<file path="config.mk">
export PLATFORM = sky130hd
export DESIGN_NAME = msc_chopper_cfg
export DESIGN_NICKNAME = d
export VERILOG_FILES = /design/src/msc_pkg.sv /design/src/msc_chopper_cfg.sv /design/src/msc_interp.sv
export VERILOG_INCLUDE_DIRS = /design/src
export SDC_FILE = /design/constraint.sdc
export NUM_CORES = 1
export LEC_CHECK = 0
export BUFFER_PORTS_ARGS = -buffer_cell sky130_fd_sc_hd__buf_2
export CAP_MARGIN = 20
export CORE_UTILIZATION = 53
export DETAILED_ROUTE_END_ITERATION = 8
export HOLD_SLACK_MARGIN = 0.12
export PLACE_DENSITY = 0.76
export SYNTH_ARGS = -nofsm -noshare
export SYNTH_HDL_FRONTEND = slang
export SYNTH_SLANG_ARGS = --single-unit
</file>
<file path="constraint.sdc">
create_clock -name CLK -period 5.3 [get_ports CLK]
set_input_delay 1.06 -clock CLK [delete_from_list [all_inputs] [get_ports CLK]]
set_output_delay 1.06 -clock CLK [all_outputs]
set_load 0.02 [all_outputs]
</file>
<file path="src/msc_defs.svh">
// Register offsets, field positions, reset values, resolution codes and step constants of the
// microstep and chopper configuration block.
// Assumes a 32-bit classic Wishbone slave with byte addresses on an 8-bit bus.
`ifndef MSC_DEFS_SVH
`define MSC_DEFS_SVH

`define MSC_ADR_CHOPCONF     8'h00
`define MSC_ADR_VHIGH        8'h04
`define MSC_ADR_CTRL         8'h08
`define MSC_ADR_STATUS       8'h0C

`define MSC_BIT_DEDGE        29
`define MSC_BIT_INTPOL       28
`define MSC_MRES_HI          27
`define MSC_MRES_LO          24
`define MSC_BIT_VHIGHCHM     19
`define MSC_BIT_VHIGHFS      18
`define MSC_BIT_VSENSE       17
`define MSC_BIT_CHM          14
`define MSC_BIT_FAST_DECAY   12
`define MSC_OFF_TIME_HI      3
`define MSC_OFF_TIME_LO      0
`define MSC_BIT_SD_MODE      0

`define MSC_CHOPCONF_RST     32'h0000_0000
`define MSC_VHIGH_RST        23'h00_0000
`define MSC_MRES_NATIVE      4'h0
`define MSC_MRES_16          4'h4
`define MSC_MRES_FULL        4'h8
`define MSC_POS_45           8'h80
`define MSC_POS_RST          10'h000
`define MSC_FULL_INC         10'h100
`define MSC_INTERP_SUBSTEPS  5'h10

`endif

</file>
<file path="src/msc_pkg.sv">
// Types shared by the microstep and chopper configuration block.
// Assumes msc_defs.svh holds every number.
package msc_pkg;

  typedef struct packed {
    logic       dedge;
    logic       intpol;
    logic [3:0] mres;
    logic       vhighchm;
    logic       vhighfs;
    logic       vsense;
    logic       chm;
    logic       fast_decay_field;
    logic [3:0] off_time_setting;
  } msc_cfg_s;

  typedef struct packed {
    logic       chm;
    logic       fast_decay_field;
    logic [4:0] off_time_setting;
  } msc_chop_s;

  typedef enum logic [1:0] {
    MSC_ST_MICRO = 2'b01,
    MSC_ST_FULL  = 2'b10
  } msc_step_e;

endpackage

</file>
<file path="src/msc_chopper_cfg.sv">
// Microstep position keeping and chopper configuration decoding with a
// classic Wishbone register slave.
// Assumes one 50 MHz clock, a synchronous reset, step/dir pins from outside
// the clock domain and ramp steps and velocity updates from the same clock.
//
// Implementation choices: the register offsets and register access over Wishbone.
`timescale 1ns/1ps
`default_nettype none
`include "msc_defs.svh"

module msc_chopper_cfg #(
  parameter int VEL_W = 24,
  parameter int CUR_W = 8
) (
  input  wire logic             CLK,
  input  wire logic             RESET,
  input  wire logic             WB_CYC_I,
  input  wire logic             WB_STB_I,
  input  wire logic             WB_WE_I,
  input  wire logic [7:0]       WB_ADR_I,
  input  wire logic [3:0]       WB_SEL_I,
  input  wire logic [31:0]      WB_DAT_I,
  output logic [31:0]           WB_DAT_O,
  output logic                  WB_ACK_O,
  input  wire logic             STEP_PIN,
  input  wire logic             DIR_PIN,
  input  wire logic             RAMP_STEP,
  input  wire logic             RAMP_DIR,
  input  wire logic signed [VEL_W-1:0] VELOCITY,
  input  wire logic             VEL_UPDATE,
  input  wire logic [CUR_W-1:0] TABLE_CUR,
  output logic [9:0]            MSCNT,
  output logic                  FULLSTEP,
  output logic [CUR_W-1:0]      TARGET_CUR,
  output logic                  CHM,
  output logic                  FAST_DECAY_FIELD,
  output logic [4:0]            OFF_TIME_SETTING,
  output logic                  VSENSE_HIGH
);

  msc_pkg::msc_cfg_s  cfg_q;
  msc_pkg::msc_chop_s chop_d;
  msc_pkg::msc_chop_s chop_q;
  msc_pkg::msc_step_e step_q;
  msc_pkg::msc_step_e step_d;

  logic [22:0]       vhigh_q;
  logic              sd_mode_q;
  logic              ack_q;
  logic [31:0]       rdata_d;
  logic [31:0]       rdata_q;
  logic              req;
  logic              wr;
  logic [31:0]       wmask;
  logic [2:0]        step_sync_q;
  logic [2:0]        dir_sync_q;
  logic              step_lvl_q;
  logic              dir_lvl_q;
  logic              pin_rise;
  logic              pin_fall;
  logic              raw_step;
  logic              raw_dir;
  logic              interp_on;
  logic              sub_pulse;
  logic              sub_dir;
  logic              over_q;
  logic [VEL_W-1:0]  vel_abs;
  logic [9:0]        pos_q;
  logic [9:0]        inc;
  logic              do_step;
  logic              step_dir;
  logic              at_45;
  logic              want_full;
  logic [CUR_W-1:0]  cur45_q;
  logic [CUR_W-1:0]  target_q;

  ////////////////////////////////////////////////////////////////////////////
  // Wishbone slave: one wait state, ack drops in the cycle after it is given.
  assign req      = WB_CYC_I && WB_STB_I && !ack_q;
  assign wr       = req && WB_WE_I;
  assign WB_ACK_O = ack_q;
  assign WB_DAT_O = rdata_q;
  assign wmask    = {{8{WB_SEL_I[3]}}, {8{WB_SEL_I[2]}}, {8{WB_SEL_I[1]}}, {8{WB_SEL_I[0]}}};

  always_ff @(posedge CLK) begin
    if (RESET) begin
      ack_q <= 1'b0;
    end else begin
      ack_q <= req;
    end
  end

  function automatic logic [31:0] merge(input logic [31:0] old, input logic [31:0] nw,
                                        input logic [31:0] m);
    merge = (old & ~m) | (nw & m);
  endfunction

  logic [31:0] cfg_word;
  logic [31:0] cfg_new;

  // Reserved and unused bits read as zero whatever the host wrote.
  always_comb begin
    cfg_word = 32'h0000_0000;
    cfg_word[`MSC_BIT_DEDGE]              = cfg_q.dedge;
    cfg_word[`MSC_BIT_INTPOL]             = cfg_q.intpol;
    cfg_word[`MSC_MRES_HI:`MSC_MRES_LO]   = cfg_q.mres;
    cfg_word[`MSC_BIT_VHIGHCHM]           = cfg_q.vhighchm;
    cfg_word[`MSC_BIT_VHIGHFS]            = cfg_q.vhighfs;
    cfg_word[`MSC_BIT_VSENSE]             = cfg_q.vsense;
    cfg_word[`MSC_BIT_CHM]                = cfg_q.chm;
    cfg_word[`MSC_BIT_FAST_DECAY]         = cfg_q.fast_decay_field;
    cfg_word[`MSC_OFF_TIME_HI:`MSC_OFF_TIME_LO] = cfg_q.off_time_setting;
    cfg_new  = merge(cfg_word, WB_DAT_I, wmask);
  end

  always_ff @(posedge CLK) begin
    if (RESET) begin
      cfg_q <= '0;
    end else if (wr && WB_ADR_I == `MSC_ADR_CHOPCONF) begin
      cfg_q.dedge    <= cfg_new[`MSC_BIT_DEDGE];
      cfg_q.intpol   <= cfg_new[`MSC_BIT_INTPOL];
      cfg_q.mres     <= cfg_new[`MSC_MRES_HI:`MSC_MRES_LO];
      cfg_q.vhighchm <= cfg_new[`MSC_BIT_VHIGHCHM];
      cfg_q.vhighfs  <= cfg_new[`MSC_BIT_VHIGHFS];
      cfg_q.vsense   <= cfg_new[`MSC_BIT_VSENSE];
      cfg_q.chm      <= cfg_new[`MSC_BIT_CHM];
      cfg_q.fast_decay_field <= cfg_new[`MSC_BIT_FAST_DECAY];
      cfg_q.off_time_setting <= cfg_new[`MSC_OFF_TIME_HI:`MSC_OFF_TIME_LO];
    end
  end

  always_ff @(posedge CLK) begin
    if (RESET) begin
      vhigh_q <= `MSC_VHIGH_RST;
    end else if (wr && WB_ADR_I == `MSC_ADR_VHIGH) begin
      vhigh_q <= 23'(merge({9'h000, vhigh_q}, WB_DAT_I, wmask));
    end
  end

  always_ff @(posedge CLK) begin
    if (RESET) begin
      sd_mode_q <= 1'b0;
    end else if (wr && WB_ADR_I == `MSC_ADR_CTRL && WB_SEL_I[0]) begin
      sd_mode_q <= WB_DAT_I[`MSC_BIT_SD_MODE];
    end
  end

  always_comb begin
    case (WB_ADR_I)
      `MSC_ADR_CHOPCONF: rdata_d = cfg_word;
      `MSC_ADR_VHIGH:    rdata_d = {9'h000, vhigh_q};
      `MSC_ADR_CTRL:     rdata_d = {31'h0000_0000, sd_mode_q};
      `MSC_ADR_STATUS:   rdata_d = {16'h0000, over_q, chop_q.chm, FULLSTEP, 3'h0, pos_q};
      default:           rdata_d = 32'h0000_0000;
    endcase
  end

  always_ff @(posedge CLK) begin
    if (RESET) begin
      rdata_q <= 32'h0000_0000;
    end else if (req && !WB_WE_I) begin
      rdata_q <= rdata_d;
    end else begin
      rdata_q <= 32'h0000_0000;
    end
  end

  ////////////////////////////////////////////////////////////////////////////
  // Step/dir pins: three flip-flops, a level counts once stages two and three
  // agree, which rejects a single-cycle glitch on the pin.
  always_ff @(posedge CLK) begin
    if (RESET) begin
      step_sync_q <= 3'h0;
      dir_sync_q  <= 3'h0;
    end else begin
      step_sync_q <= {step_sync_q[1:0], STEP_PIN};
      dir_sync_q  <= {dir_sync_q[1:0], DIR_PIN};
    end
  end

  always_ff @(posedge CLK) begin
    if (RESET) begin
      step_lvl_q <= 1'b0;
      dir_lvl_q  <= 1'b0;
    end else begin
      if (step_sync_q[1] == step_sync_q[2]) begin
        step_lvl_q <= step_sync_q[2];
      end
      if (dir_sync_q[1] == dir_sync_q[2]) begin
        dir_lvl_q <= dir_sync_q[2];
      end
    end
  end

  assign pin_rise = (step_sync_q[1] == step_sync_q[2]) && step_sync_q[2] && !step_lvl_q;
  assign pin_fall = (step_sync_q[1] == step_sync_q[2]) && !step_sync_q[2] && step_lvl_q;

  always_comb begin
    if (sd_mode_q) begin
      raw_step = pin_rise || (cfg_q.dedge && pin_fall);
      raw_dir  = dir_lvl_q;
    end else begin
      raw_step = RAMP_STEP;
      raw_dir  = RAMP_DIR;
    end
  end

  ////////////////////////////////////////////////////////////////////////////
  // Interpolation applies only at 16 microsteps with step/dir input.
  assign interp_on = cfg_q.intpol && sd_mode_q && cfg_q.mres == `MSC_MRES_16 &&
                     step_q == msc_pkg::MSC_ST_MICRO;

  msc_interp #(
    .PERIOD_W (20)
  ) u_interp (
    .clk        (CLK),
    .reset      (RESET),
    .enable     (interp_on),
    .step_pulse (raw_step),
    .step_dir   (raw_dir),
    .sub_pulse  (sub_pulse),
    .sub_dir    (sub_dir)
  );

  ////////////////////////////////////////////////////////////////////////////
  // Velocity threshold, judged on each velocity update.
  assign vel_abs = VELOCITY[VEL_W-1] ? VEL_W'(-VELOCITY) : VEL_W'(VELOCITY);

  always_ff @(posedge CLK) begin
    if (RESET) begin
      over_q <= 1'b0;
    end else if (VEL_UPDATE) begin
      over_q <= vel_abs > VEL_W'(vhigh_q);
    end
  end

  ////////////////////////////////////////////////////////////////////////////
  // Microstep position and the full-step switchover.
  assign at_45     = pos_q[7:0] == `MSC_POS_45;
  assign want_full = cfg_q.vhighfs && over_q;

  always_comb begin
    step_d = step_q;
    case (step_q)
      msc_pkg::MSC_ST_MICRO: if (want_full && at_45) step_d = msc_pkg::MSC_ST_FULL;
      msc_pkg::MSC_ST_FULL:  if (!want_full && at_45) step_d = msc_pkg::MSC_ST_MICRO;
      default:               step_d = msc_pkg::MSC_ST_MICRO;
    endcase
  end

  always_ff @(posedge CLK) begin
    if (RESET) begin
      step_q <= msc_pkg::MSC_ST_MICRO;
    end else begin
      step_q <= step_d;
    end
  end

  // Values above eight are not defined; they are held at full step.
  always_comb begin
    if (step_q == msc_pkg::MSC_ST_FULL) begin
      inc = `MSC_FULL_INC;
    end else if (interp_on) begin
      inc = 10'h001;
    end else if (cfg_q.mres > `MSC_MRES_FULL) begin
      inc = `MSC_FULL_INC;
    end else begin
      inc = 10'h001 << cfg_q.mres;
    end
    do_step  = interp_on ? sub_pulse : raw_step;
    step_dir = interp_on ? sub_dir : raw_dir;
  end

  // The position only moves while stepping, so a transition found at 45
  // degrees lands before the next step is taken.
  always_ff @(posedge CLK) begin
    if (RESET) begin
      pos_q <= `MSC_POS_RST;
    end else if (do_step) begin
      pos_q <= step_dir ? pos_q - inc : pos_q + inc;
    end
  end

  ////////////////////////////////////////////////////////////////////////////
  // Coil target: the table value caught at 45 degrees is held in full step.
  always_ff @(posedge CLK) begin
    if (RESET) begin
      cur45_q <= '0;
    end else if (step_q == msc_pkg::MSC_ST_MICRO && at_45) begin
      cur45_q <= TABLE_CUR;
    end
  end

  always_ff @(posedge CLK) begin
    if (RESET) begin
      target_q <= '0;
    end else if (step_q == msc_pkg::MSC_ST_FULL) begin
      target_q <= cur45_q;
    end else begin
      target_q <= TABLE_CUR;
    end
  end

  ////////////////////////////////////////////////////////////////////////////
  // Chopper settings; doubling keeps the chopper frequency from doubling.
  always_comb begin
    chop_d.chm              = cfg_q.chm;
    chop_d.fast_decay_field = cfg_q.fast_decay_field;
    chop_d.off_time_setting = {1'b0, cfg_q.off_time_setting};
    if (cfg_q.vhighchm && over_q) begin
      chop_d.chm              = 1'b1;
      chop_d.fast_decay_field = 1'b0;
      chop_d.off_time_setting = {cfg_q.off_time_setting, 1'b0};
    end
  end

  always_ff @(posedge CLK) begin
    if (RESET) begin
      chop_q <= '0;
    end else begin
      chop_q <= chop_d;
    end
  end

  assign MSCNT            = pos_q;
  assign FULLSTEP         = step_q == msc_pkg::MSC_ST_FULL;
  assign TARGET_CUR       = target_q;
  assign CHM              = chop_q.chm;
  assign FAST_DECAY_FIELD = chop_q.fast_decay_field;
  assign OFF_TIME_SETTING = chop_q.off_time_setting;
  assign VSENSE_HIGH      = cfg_q.vsense;

endmodule

`default_nettype wire

</file>
<file path="src/msc_interp.sv">
// Spreads each incoming step into sixteen unit microsteps over the measured
// step period. Assumes step pulses are one cycle long and on the same clock.
`timescale 1ns/1ps
`default_nettype none
`include "msc_defs.svh"

module msc_interp #(
  parameter int PERIOD_W = 20
) (
  input  wire logic clk,
  input  wire logic reset,
  input  wire logic enable,
  input  wire logic step_pulse,
  input  wire logic step_dir,
  output logic      sub_pulse,
  output logic      sub_dir
);

  logic [PERIOD_W-1:0] period_q;
  logic [PERIOD_W-1:0] interval_q;
  logic [PERIOD_W-1:0] tick_q;
  logic [5:0]          pend_q;
  logic                dir_q;
  logic                fire;

  ////////////////////////////////////////////////////////////////////////////
  // An early step flushes the backlog at full rate; a step that arrives with 32 or more pending is dropped.
  assign fire      = enable && (pend_q != 6'h00) && ((tick_q >= interval_q) || pend_q > 6'h10);
  assign sub_pulse = fire;
  assign sub_dir   = dir_q;

  always_ff @(posedge clk) begin
    if (reset || !enable) begin
      period_q <= '0;
    end else if (step_pulse) begin
      period_q <= '0;
    end else if (period_q != '1) begin
      period_q <= period_q + 1'b1;
    end
  end

  always_ff @(posedge clk) begin
    if (reset || !enable) begin
      interval_q <= '0;
      dir_q      <= 1'b0;
    end else if (step_pulse) begin
      interval_q <= period_q >> 4;
      dir_q      <= step_dir;
    end
  end

  always_ff @(posedge clk) begin
    if (reset || !enable) begin
      tick_q <= '0;
    end else if (fire || step_pulse) begin
      tick_q <= '0;
    end else if (tick_q != '1) begin
      tick_q <= tick_q + 1'b1;
    end
  end

  always_ff @(posedge clk) begin
    if (reset || !enable) begin
      pend_q <= 6'h00;
    end else if (step_pulse && pend_q < 6'h20) begin
      pend_q <= pend_q + {1'b0, `MSC_INTERP_SUBSTEPS} - {5'h00, fire};
    end else if (fire) begin
      pend_q <= pend_q - 6'h01;
    end
  end

endmodule

`default_nettype wire

</file>
After elaboration in Yosys (flattened, before gate mapping)
Cells that the tools add are included.
W data, S select, Z words.
{"block": "op_classes", "order_cmp": 5, "n_mux": 17, "addsub": 8, "reduce_logical": 43, "n_shift": 1, "n_eq_ne": 13, "bitwise": 8}
{"cell": "$pmux W30 S4", "n": 1}
{"cell": "$and A30 B30 Y30", "n": 2}
{"cell": "$add A20 B1 Y20 const B", "n": 2}
{"cell": "$mux W10", "n": 4}
{"cell": "$ne A20 B20 Y1 const B", "n": 2}
{"cell": "$not A30 Y30", "n": 1}
{"cell": "$or A30 B30 Y30", "n": 1}
{"cell": "$gt A24 B23 Y1", "n": 1}
{"cell": "$logic_and A1 B1 Y1", "n": 24}
{"cell": "$mux W24", "n": 1}
{"cell": "$neg A24 Y24", "n": 1}
{"cell": "$and A23 B23 Y23", "n": 1}
{"cell": "$or A23 B23 Y23", "n": 1}
{"cell": "$ge A20 B16 Y1", "n": 1}
{"cell": "$eq A8 B4 Y1 const B", "n": 2}
{"cell": "$mux W6", "n": 2}
{"cell": "$add A10 B10 Y10", "n": 1}
{"cell": "$reduce_or A2 Y1", "n": 5}
{"cell": "$shl A1 B4 Y10 const A", "n": 1}
{"cell": "$sub A10 B10 Y10", "n": 1}
{"cell": "$eq A8 B3 Y1 const B", "n": 1}
{"cell": "$eq A8 B8 Y1 const B", "n": 1}
{"cell": "$logic_not A8 Y1", "n": 1}
{"cell": "$mux W8", "n": 1}
{"cell": "other kinds (21)", "n": 36}
{"block": "totals", "out_inout_bits": 60, "register_bits": 179, "inputBits": 86}

Logic depth before layout (Yosys ltp)
Gate-level depths: netlist (run 1).
{"block": "logic_depth", "word_depth": 8, "ltp_mapped": 19}

Cells and area by module
A second synthesis (run 1) with hierarchy kept.
{"block": "hier_totals", "cells_unflattened": 1055, "hier_area_um2": 9098.7}
{"mod": "msc_chopper_cfg", "seq_area_each_um2": 2262.2, "area_each_um2": 5715.5, "n_inst": 1, "cells_each": 666}
{"mod": "msc_interp", "seq_area_each_um2": 1261.2, "area_each_um2": 3383.2, "n_inst": 1, "cells_each": 389}

Worst setup path after synthesis (run 1)
No wires, ideal clock.
{"block": "synth_path", "kind": "input-to-reg", "startpoint": "input port VELOCITY[5]", "endpoint": "register over_q", "arrival_time_ns": 3.913, "setup_time_ns": 0.134, "stages": 12, "path_slack_ns": 1.254, "t_required_ns": 5.166, "path_cell_list": "or3_1 -> or3_1 -> or4_1 -> o31ai_1 -> xnor2_1 -> ha_1 -> a21oi_1 -> o22ai_1 -> o21a_1 -> o21a_1 -> o31ai_1 -> a311oi_1"}
{"block": "synth_between", "elab_chain_len": 3}
{"item": "start, declared", "line_no": "msc_chopper_cfg.sv:29", "rtl": "input wire logic signed [VEL_W-1:0] VELOCITY,"}
{"item": "$neg A24 Y24", "line_no": "msc_chopper_cfg.sv:227", "rtl": "assign vel_abs = VELOCITY[VEL_W-1] ? VEL_W'(-VELOCITY) : VEL_W'(VELOCITY);"}
{"item": "$mux W24 *", "line_no": "msc_chopper_cfg.sv:227"}
{"item": "$gt A24 B23 Y1 *", "line_no": "msc_chopper_cfg.sv:233", "rtl": "over_q <= vel_abs > VEL_W'(vhigh_q);"}
{"item": "end signal, assigned", "line_no": "msc_chopper_cfg.sv:233"}
{"item": "end, declared", "line_no": "msc_chopper_cfg.sv:66", "rtl": "logic over_q;"}
Mark *: on every way between the ends. The rest lies on a longest branch, timed or not.
A chain may end at the register's enable or synchronous reset.

Final worst setup path (run 1)
{"block": "layout_path", "startpoint": "register step_q[0]", "endpoint": "register pos_q[9], in the netlist MSCNT[9]"}
{"block": "layout_between", "elab_chain_len": 6}
{"item": "start, declared", "line_no": "msc_chopper_cfg.sv:44", "rtl": "msc_pkg::msc_step_e step_q;"}
{"item": "start signal, assigned", "line_no": "msc_chopper_cfg.sv:253", "rtl": "step_q <= msc_pkg::MSC_ST_MICRO;"}
{"item": "start signal, assigned", "line_no": "msc_chopper_cfg.sv:255", "rtl": "step_q <= step_d;"}
{"item": "$eq A2 B1 Y1", "line_no": "msc_chopper_cfg.sv:211", "rtl": "step_q == msc_pkg::MSC_ST_MICRO;"}
{"item": "$logic_and A1 B1 Y1", "line_no": "msc_chopper_cfg.sv:210", "rtl": "assign interp_on = cfg_q.intpol && sd_mode_q && cfg_q.mres == `MSC_MRES_16 &&"}
{"item": "$mux W10", "line_no": "msc_chopper_cfg.sv:263", "rtl": "end else if (interp_on) begin"}
{"item": "$mux W10", "line_no": "msc_chopper_cfg.sv:261", "rtl": "if (step_q == msc_pkg::MSC_ST_FULL) begin"}
{"item": "$add A10 B10 Y10 or $sub A10 B10 Y10 (tied branches)", "line_no": "msc_chopper_cfg.sv:280", "rtl": "pos_q <= step_dir ? pos_q - inc : pos_q + inc;"}
{"item": "$mux W10", "line_no": "msc_chopper_cfg.sv:280"}
{"item": "end signal, assigned", "line_no": "msc_chopper_cfg.sv:278", "rtl": "pos_q <= `MSC_POS_RST;"}
{"item": "end signal, assigned", "line_no": "msc_chopper_cfg.sv:280"}
{"item": "end, declared", "line_no": "msc_chopper_cfg.sv:68", "rtl": "logic [9:0] pos_q;"}
Parallel ways exist; a longest one is shown, timed or not.

==> impl_results.md, run 1 <==
- Outcome: finished clean
- Reg2Reg Depth: 16
- Worst-Margin Slew: 868 ps
- Setup_tns: 0 ps
- Complex-gate fraction of the synthesized area: 11.2%
- Relative slew margins: between 40% and 50%
- Worst r2r src: step_q[0]
- Initial antenna violation count: 0
- Hold Startpoint: dir_sync_q[0]
- Peak VDD IR: between 0.2 and 0.25 mV
- Global-route met2 utilization: 41.0%
- Final RePlAce weighted congestion: approximately 0.8
- Tmin final: 4470 ps
- Die area: 17,700 um^2
- CP Capture Type: register
- Ys async rst share: 0%
- Vias/cell: about 5.4
- CTS root buffer: clkbuf_16
- Final hold vios: 0
- Switching share of total power: between 20% and 30%
- H-tree depth: 4
- Simple-gate area share of the yosys netlist: between 20% and 30%
- CTS tree: done
- Synthesis-stage register bit count: approximately 180
- Setup violations, final: 0
- Iter 0 DRT Violations: between 400 and 500
- Synth top area share: between 30% and 40%
- Clock Sink Count: approximately 180
- DR vias: 7,737
- First-pass iteration count of the detailed router: 6
- Mux cell area share after synthesis: under 10%
- CP Max Fanout: 13
- Chip Height: ~130 um
- Final Util: a little over three fifths
- Busiest layer in global routing: met2
- Flop-to-flop setup slack: just over 800 ps
- CP arrival: just under 5000 ps
- Setup CP Type: reg -> reg
- Post_cts resized: 0
- Clock Pin Slew Worst Setup and Hold Paths: 70 ps
- Worst Hold Depth: 1
- Fill count: between 1,000 and 1,500
- Fmax: roughly 220 MHz
- Post-synth top area cell: dfxtp_1
- Cells after Synth: ~1,100
- Startpoint class of the critical path: register
- Largest net degree at the start of global routing: 83
- Register area share after synthesis: about 39%
- Synth top cells by count: 176 x dfxtp_1, 164 x nor2_1, 86 x nand2_1
- Max clock buf depth: 2
- HP Class: reg -> reg
- Core footprint: between 15,000 and 20,000 um^2
- Psw: between 0.7 and 0.8 mW
- I/O pins: around 150
- Post-synthesis adder-cell area fraction: under 10%
- Post-Syn Area: between 9000 and 10,000 um^2
- First-pass GRT wire length: 34,600 um
- # hold bufs at CTS: 0
- Top cells by area, synth: dfxtp_1 39%, ha_1 9.1%, mux2i_1 6.8%
- Tot GR Track Use: roughly 25%
- Multi-input logic area: 5150 um^2
- # Post-CTS Setup Buffers: 0
- Die W: around 130 um
- Routed WL per cell: ~15 um
- RSZ-0062 raised after global routing: no
- Buffers on Ports: between 100 and 150
- Slew Limit Fails: 0
- Clock network fraction of total power: between 40% and 50%
- EDFF count, synth: 0
- Post-route antenna net violation count: 0
- Reg area: roughly 3500 um^2
- Synth Flop Type: dfxtp_1
- CTS buffer count: 17
- Comb pwr share: a little over a tenth
- Max-cap violations: 0
- Post-DP HPWL: around 16,000 um
- Fraction of layout cells with a size suffix above 1: between 10% and 20%
- Rows: 47
- Clock Skew: between 10 and 15 ps
- Met3 Usage GRT: around 6.4%
- Final worst path period share: 84.4%
- Reg2Reg Capture Point: MSCNT[9]
- Post-synthesis area per instance: approximately 8.4 um^2
- Grt total ovfl: 0
- Xor/xnor cell area share of the yosys netlist: under 10%
- Syn. warnings: 0
- M1 GR Usage: 31.0%
- Req. time, crit path: 5650 ps
- Synth cell types: 63
- Main combinational cell family by area after synthesis: simple AND/OR/NAND/NOR gates
- Final WL: approximately 21,000 um
- Pleak: about 4.5 nW
- Hold endpoint: dir_sync_q[1]
- Area delta synth->final: 16.0%
- Post-route DRC violation count: 0
- Count leader, synth: dfxtp_1
- Pwr per Cell Area: ~280 nW/um^2
- Internal cell power: 2.20 mW
- Vias in the first global route: 7,271
- Skew-Pair Late Insertion Delay: between 400 and 500 ps
- Initial Util: 54.5%
- Total Nets Final: ~1,400
- Reg power frac: 46.3%
[layout make-up]
class,count,area share (%)
multi-input cells,792,48.9
flip-flops and latches,176,33.5
repair buffers,142,6.82
clock buffers,18,4.17
well taps,220,2.62
inverters,67,2.39
clock inverters,14,1.60
diodes,1,0.0238
[how the worst max path moves through the flow]
stage,start,endpoint,slack (ps),depth (start not counted)
after CTS,step_q[0],MSCNT[9],850,16
after floorplan,VELOCITY[5],over_q,1250,12
after global placement,VELOCITY[5],over_q,920,13
after detailed placement,VELOCITY[5],over_q,850,13
final,step_q[0],MSCNT[9],830,16
after global routing,step_q[0],MSCNT[9],550,16
[cells in the final DEF (no fill, tap or decap), types with 3 or more instances in the layout]
master,count
or3_1,18
nand3b_1,3
o31ai_1,8
conb_1,3
nor3b_1,5
nand2_1,86
o21a_1,6
or2_2,3
and3_1,11
clkinvlp_4,3
inv_6,5
inv_8,3
and2_1,4
o21ai_0,32
a31oi_1,7
xor2_1,9
or4_1,4
xnor2_1,51
ha_1,66
buf_2,139
dfxtp_1,176
a21o_1,11
a211oi_1,8
nand2b_1,9
nor3_1,24
nor2b_1,14
nor4_1,6
and4_1,4
nand3_1,49
mux2i_1,62
inv_1,67
nor2_1,164
a21oi_1,72
nand4_1,16
clkbuf_16,17
buf_4,3
[worst max-delay path: stages, from the launching register on]
cell	delay (ps)
dfxtp_1	340
nand2b_1	390
inv_1	340
nor3_1	440
a31oi_1	90
nand2b_1	190
ha_1	270
a221oi_1	290
a31oi_1	70
or2_2	320
ha_1	230
or3_1	360
o21ai_0	280
o21ai_0	170
xor2_1	170
or3_1	310
a21oi_1	140
[power by group through the flow]
stage | clock network [mW] | logic (mW) | registers (mW)
3_5_place_dp | 0 | 0.305 | 1.40
2_1_floorplan | 0 | 0.197 | 1.41
4_1_cts | 1.30 | 0.308 | 1.37
5_1_grt | 1.36 | 0.342 | 1.37
3_3_place_gp | 0 | 0.298 | 1.40
6_report | 1.28 | 0.308 | 1.37
[logic make-up (layout without fill, tap and decap cells)]
group           after synthesis  in the layout
compound gates              164            164
xor+xnor                     60             60
fa+ha+maj                    69             69
buf+inv                     110            241
flops                       176            176
mux                          64             64
other cells                   1              4
simple gates                432            432
[metal layers]
metal	routed length [um]	vias up	part of all wire (%)
li1	-	3923	-
met1	9460	3619	45
met4	350	0	1.7
met2	10000	167	48
met5	0	-	0
met3	1140	28	5.4
[per-stage QoR]
stage	setup WS, ps	instance area [um^2]	cells	hold slack (ps)	total power [mW]
finish	828	10500	1430	446	2.96
global route	547	10500	1429	468	3.07
CTS	850	10500	1429	451	2.98
detailed placement	853	9910	1397	436	1.71
global placement	916	9910	1397	423	1.70
floorplan	1250	9080	1078	414	1.60
No activity file was read; power rests on OpenSTA's default activity.
==> inputs of run 2 (changes only) <==
Clock period 5.3 ns to 4.6 ns, I/O delays scaled along.
==> run 2 against run 1 <==
Compared with the run above: hold slack hardly changed; utilization is 0.36 points lower; combinational power is 14% higher; clock skew is 1.3 ps lower; final cell count stayed put; critical endpoint unchanged.
==> impl_results.md, run 2 (synthesis gave the netlist of run 1 again) <==
- # hold bufs at CTS: 0 (unchanged)
- CP Cell Sequence: nand2b_1 > inv_1 > nor3_1 > a31oi_1 > nand2b_1 > ha_1 > a221oi_1 > a31oi_1 > or2_2 > ha_1 > or3_1 > o21ai_0 > o21ai_0 > xor2_1 > or3_1 > a21oi_1 (unchanged)
- Final RePlAce weighted congestion: 0.832 (was 0.802)
- Iter 0 DRT Violations: 417 (was 488)
- Fraction of layout cells with a size suffix above 1: 15.5% (was 15.7%)
- Setup violations, final: 0 (unchanged)
- Post-DP HPWL: 15,800 um (was 15,900 um)
- Hold_ws: 447 ps (was 446 ps)
- Fmax: 242 MHz (was 224 MHz)
- First-pass GRT wire length: 35,100 um (was 34,600 um)
- Outcome: finished clean (unchanged)
- HP Class: reg -> reg (unchanged)
- CTS tree: done (unchanged)
- Chip Height: 133 um (unchanged)
- Vias in the first global route: 7,219 (was 7,271)
- Routed WL per cell: 14.9 um (was 14.7 um)
- Skew-Pair Late Insertion Delay: 430 ps (about the same)
- Slew Limit Fails: 0 (unchanged)
- Grt total ovfl: 0 (unchanged)
- Hold endpoint: dir_sync_q[1] (unchanged)
- Setup CP Type: reg -> reg (unchanged)
- Final hold vios: 0 (unchanged)
- Die W: 133 um (unchanged)
- Max-cap violations: 0 (unchanged)
- Post-route antenna net violation count: 0 (unchanged)
- Slowest CP cell: nor3_1 (unchanged)
- CP Max Fanout: 10 (was 13)
- Vias/cell: 5.43 (was 5.41)
- I/O pins: 146 (unchanged)
- Initial antenna violation count: 2 (was 0)
- Post_cts resized: 0 (unchanged)
- CTS root buffer: clkbuf_16 (unchanged)
- Rows: 47 (unchanged)
- Final worst path period share: 89.7% (was 84.4%)
- Clock Sink Count: 176 (unchanged)
- Startpoint class of the critical path: register (unchanged)
- Initial Util: 54.5% (unchanged)
- Largest net degree at the start of global routing: 83 (unchanged)
- CP Capture Type: register (unchanged)
- CTS buffer count: 17 (unchanged)
- Most frequent cells in the layout: 176 x dfxtp_1, 164 x nor2_1, 139 x buf_2, 86 x nand2_1, 72 x a21oi_1 (unchanged)
- Antenna cells: 0 (was 1)
- Most common cell after layout, fill and taps aside: dfxtp_1 (unchanged)
- Buffers on Ports: 139 (unchanged)
- Peak VDD IR: 0.266 mV (was 0.224 mV)
- Core footprint: 16,600 um^2 (unchanged)
- First-pass iteration count of the detailed router: 5 (was 6)
- Worst-Margin Slew: 877 ps (was 868 ps)
- H-tree depth: 4 (unchanged)
- Clock Skew: 9.76 ps (was 11.1 ps)
- Die area: 17,700 um^2 (unchanged)
- CP arrival: 4480 ps (was 4830 ps)
- Max clock buf depth: 2 (unchanged)
- Pleak: 4.43 nW (was 4.46 nW)
- Tmin final: 4130 ps (was 4470 ps)
- Worst Hold Depth: 1 (unchanged)
- # Post-CTS Setup Buffers: 0 (unchanged)
- Hold Startpoint: dir_sync_q[0] (unchanged)
- Tot GR Track Use: 24.8% (was 24.6%)
- Post-route DRC violation count: 0 (unchanged)
- Total Nets Final: 1,351 (was 1,350)
- Pwr per Cell Area: 314 nW/um^2 (was 281 nW/um^2)
- Relative slew margins: 41.5% (was 42.2%)
- Req. time, crit path: 4950 ps (was 5650 ps)
- Reg2Reg Capture Point: MSCNT[9] (unchanged)
- Source of the critical timing path: step_q[0] (unchanged)
- Area delta synth->final: 15.3% (was 16.0%)
- Final WL: 21,300 um (was 21,000 um)
- Setup_tns: 0 ps (unchanged)
- CP peak stage delay: 390 ps (was 440 ps)
- RSZ-0062 raised after global routing: no (unchanged)
- Flop-to-flop setup slack: 470 ps (was 830 ps)
- Reg2Reg Depth: 16 (unchanged)
- Clock Pin Slew Worst Setup and Hold Paths: 70 ps (about the same)
- DR vias: 7,764 (was 7,737)
- Worst r2r src: step_q[0] (unchanged)
-- run 2: power by group --
group	leakage (nW)	switching (mW)	total, mW	internal [mW]
registers	1.42	0.0323	1.58	1.55
logic	2.76	0.195	0.352	0.157
clock network	0.254	0.623	1.35	0.727
-- run 2: worst max-delay path by stage --
stage	to	slack [ps]	cells after the start
final	MSCNT[9]	470	16
after global routing	MSCNT[9]	140	16
after CTS	MSCNT[9]	510	16
after detailed placement	over_q	290	13
after global placement	over_q	360	13
after floorplan	over_q	690	12
-- run 2: final cells by class --
type                       instances  area [um^2]
clock buffer                      22          464
inverter                          67          251
multi-input combinational        792         5150
sequential                       176         3520
fill                            1419         6180
clock inverter                    10         78.8
tap                              220          275
timing repair buffer             143          726
-- run 2: per-layer routing --
| metal | track usage, % | part of all wire (%) | vias to the layer above |
|---|---|---|---|
| li1 | - | - | 3935 |
| met1 | 31.1 | 45 | 3611 |
| met2 | 41.2 | 47 | 175 |
| met3 | 5.59 | 4.9 | 41 |
| met4 | 10.0 | 2.6 | 2 |
| met5 | 0 | 0.047 | - |
-- run 2: critical path: cells and delay by family, from the launching register on --
kind                       cells  cell delay [ps]
buffers and inverters          1              110
xor gates and xnor gates       1              170
AOI/OAI and AO/OA              6              990
and+or+nand+nor                6             1950
DFF                            1              330
adders and majority gates      2              500
-- run 2: stage by stage --
| step | worst slack (ps) | std cells | power, mW | util [%] | cell area [um^2] |
|---|---|---|---|---|---|
| 6_report | 473 | 1430 | 3.28 | 62.9 | 10500 |
| 5_1_grt | 144 | 1430 | 3.40 | 62.9 | 10500 |
| 4_1_cts | 514 | 1430 | 3.29 | 62.9 | 10500 |
| 3_3_place_gp | 363 | 1398 | 1.95 | 59.6 | 9920 |
| 3_5_place_dp | 293 | 1398 | 1.96 | 59.6 | 9920 |
| 2_1_floorplan | 694 | 1078 | 1.85 | - | 9080 |
==> inputs of run 3 (changes only) <==
Settings changed: CTS_BUF_LIST from default to sky130_fd_sc_hd__clkbuf_16, GPL_ROUTABILITY_DRIVEN from default to 0.
==> run 3 against run 2 <==
Compared with the run above: first-iteration DRC count is 4.3% lower; largest power group unchanged; sequential share of layout area is 0.064 points higher; clock power is 3% lower; die area stayed put; cell area is 0.19% lower; routed wire length is 0.15% lower; fmax is 0.18% higher.
==> impl_results.md, run 3 (synthesis gave the netlist of run 1 again) <==
- Startpoint class of the critical path: register (unchanged)
- Initial antenna violation count: 2 (unchanged)
- Pwr per Cell Area: 310 nW/um^2 (was 314 nW/um^2)
- Most frequent cells in the layout: 176 x dfxtp_1, 164 x nor2_1, 139 x buf_2, 86 x nand2_1, 72 x a21oi_1 (unchanged)
- Final Util: 62.8% (was 62.9%)
- Final worst slack: 480 ps (was 473 ps)
- Core footprint: 16,600 um^2 (unchanged)
- Clock Skew: 9.94 ps (was 9.76 ps)
- Buffers on Ports: 139 (unchanged)
- Vias in the first global route: 7,199 (was 7,219)
- Skew-Pair Late Insertion Delay: 430 ps (about the same)
- Pleak: 4.43 nW (about the same)
- Post-DP HPWL: 15,800 um (unchanged)
- Hold Startpoint: dir_sync_q[0] (unchanged)
- Setup CP Type: reg -> reg (unchanged)
- CTS tree: done (unchanged)
- Final hold vios: 0 (unchanged)
- Die W: 133 um (unchanged)
- Reg2Reg Depth: 16 (unchanged)
- # hold bufs at CTS: 0 (unchanged)
- Post-route DRC violation count: 0 (unchanged)
- Final WL: 21,300 um (about the same)
- Outcome: finished clean (unchanged)
- CP peak stage delay: 390 ps (about the same)
- First-pass iteration count of the detailed router: 5 (unchanged)
- Tot GR Track Use: 24.8% (about the same)
- Relative slew margins: 42.8% (was 41.5%)
- Flop-to-flop setup slack: 480 ps (was 470 ps)
- Setup violations, final: 0 (unchanged)
- First-pass GRT wire length: 35,100 um (about the same)
- Worst-Margin Slew: 857 ps (was 877 ps)
- Die area: 17,700 um^2 (unchanged)
- Routed WL per cell: 14.9 um (about the same)
- Post_cts resized: 0 (unchanged)
- Pre-CTS setup slack: 293 ps (unchanged)
- Buffers & Inverters on Critical Path: 1 (unchanged)
- HP Class: reg -> reg (unchanged)
- CP Cell Sequence: nand2b_1 > inv_1 > nor3_1 > a31oi_1 > nand2b_1 > ha_1 > a221oi_1 > a31oi_1 > or2_2 > ha_1 > or3_1 > o21ai_0 > o21ai_0 > xor2_1 > or3_1 > a21oi_1 (unchanged)
- Setup_tns: 0 ps (unchanged)
- CP arrival: 4470 ps (was 4480 ps)
- CP Max Fanout: 10 (unchanged)
- Post-Layout Cell Count: 1,430 (unchanged)
- Most common cell after layout, fill and taps aside: dfxtp_1 (unchanged)
- Slowest CP cell: nand2b_1 (was nor3_1)
- Tmin final: 4120 ps (was 4130 ps)
- Clock Pin Slew Worst Setup and Hold Paths: 70 ps (about the same)
- Reg2Reg Capture Point: MSCNT[9] (unchanged)
- Rows: 47 (unchanged)
- Hold_ws: 446 ps (was 447 ps)
- Worst Hold Depth: 1 (unchanged)
- # Post-CTS Setup Buffers: 0 (unchanged)
- I/O pins: 146 (unchanged)
- Clock Sink Count: 176 (unchanged)
- DR vias: 7,775 (was 7,764)
- Total Nets Final: 1,351 (unchanged)
- Placement Cell Area: 9920 um^2 (unchanged)
- DP Cell Count: 1,398 (unchanged)
- Final worst path period share: 89.6% (was 89.7%)
- Antenna cells: 0 (unchanged)
- Design area: 10,400 um^2 (was 10,500 um^2)
- Worst r2r src: step_q[0] (unchanged)
- Largest net degree at the start of global routing: 83 (unchanged)
- Hold endpoint: dir_sync_q[1] (unchanged)
- Total power: 3.24 mW (was 3.28 mW)
- Iter 0 DRT Violations: 399 (was 417)
- Initial Util: 54.5% (unchanged)
- Max clock buf depth: 2 (unchanged)
- Chip Height: 133 um (unchanged)
- Post-route antenna net violation count: 0 (unchanged)
- CTS root buffer: clkbuf_16 (unchanged)
- CTS buffer count: 17 (unchanged)
- RSZ-0062 raised after global routing: no (unchanged)
- Fraction of layout cells with a size suffix above 1: 15.4% (was 15.5%)
- CP Capture Type: register (unchanged)
- Vias/cell: 5.44 (was 5.43)
- Req. time, crit path: 4950 ps (about the same)
- Peak VDD IR: 0.266 mV (about the same)
- Delay-heaviest family, CP: simple AND/OR/NAND/NOR gates (unchanged)
- Fmax: 243 MHz (was 242 MHz)
- H-tree depth: 4 (unchanged)
- Area delta synth->final: 15.1% (was 15.3%)
- Slew Limit Fails: 0 (unchanged)
- Max-cap violations: 0 (unchanged)
- Grt total ovfl: 0 (unchanged)
[run 3: changes by cell type in the layout (fill, tap and decap cells not counted), sizes merged]
cell | before | now
clkbuf | 22 | 17
clkinv | 2 | 4
inv | 71 | 74
[run 3: how the worst max path moves through the flow]
stage                start        to  slack [ps]  cells after the start
6_report         step_q[0]  MSCNT[9]         480                     16
2_1_floorplan  VELOCITY[5]    over_q         690                     12
3_5_place_dp   VELOCITY[5]    over_q         290                     13
4_1_cts          step_q[0]  MSCNT[9]         510                     16
3_3_place_gp   VELOCITY[5]    over_q         360                     13
5_1_grt          step_q[0]  MSCNT[9]         140                     16
[run 3: power by group]
group	total (mW)	leakage, nW	internal, mW	switching [mW]
clock network	1.31	0.255	0.686	0.619
registers	1.58	1.42	1.55	0.0320
logic	0.352	2.76	0.157	0.195
[run 3: layout make-up]
class                      count  area [um^2]
fill                        1423         6200
multi-input combinational    792         5150
sequential                   176         3520
timing repair buffer         143          726
clock buffer                  17          425
tap                          220          275
inverter                      67          251
clock inverter                15         97.6
[run 3: routing by layer]
metal / GRT usage [%] / wire [um]
met5: 0 / 10
met4: 9.64 / 510
met3: 5.59 / 1020
met2: 41.3 / 10100
met1: 31.2 / 9610
[run 3: worst register-to-register path, cell delays in order, from the launching register on]
cell	delay (ps)
dfxtp_1	330
nand2b_1	390
inv_1	110
nor3_1	380
a31oi_1	70
nand2b_1	190
ha_1	270
a221oi_1	280
a31oi_1	80
or2_2	320
ha_1	230
or3_1	350
o21ai_0	260
o21ai_0	160
xor2_1	170
or3_1	320
a21oi_1	130
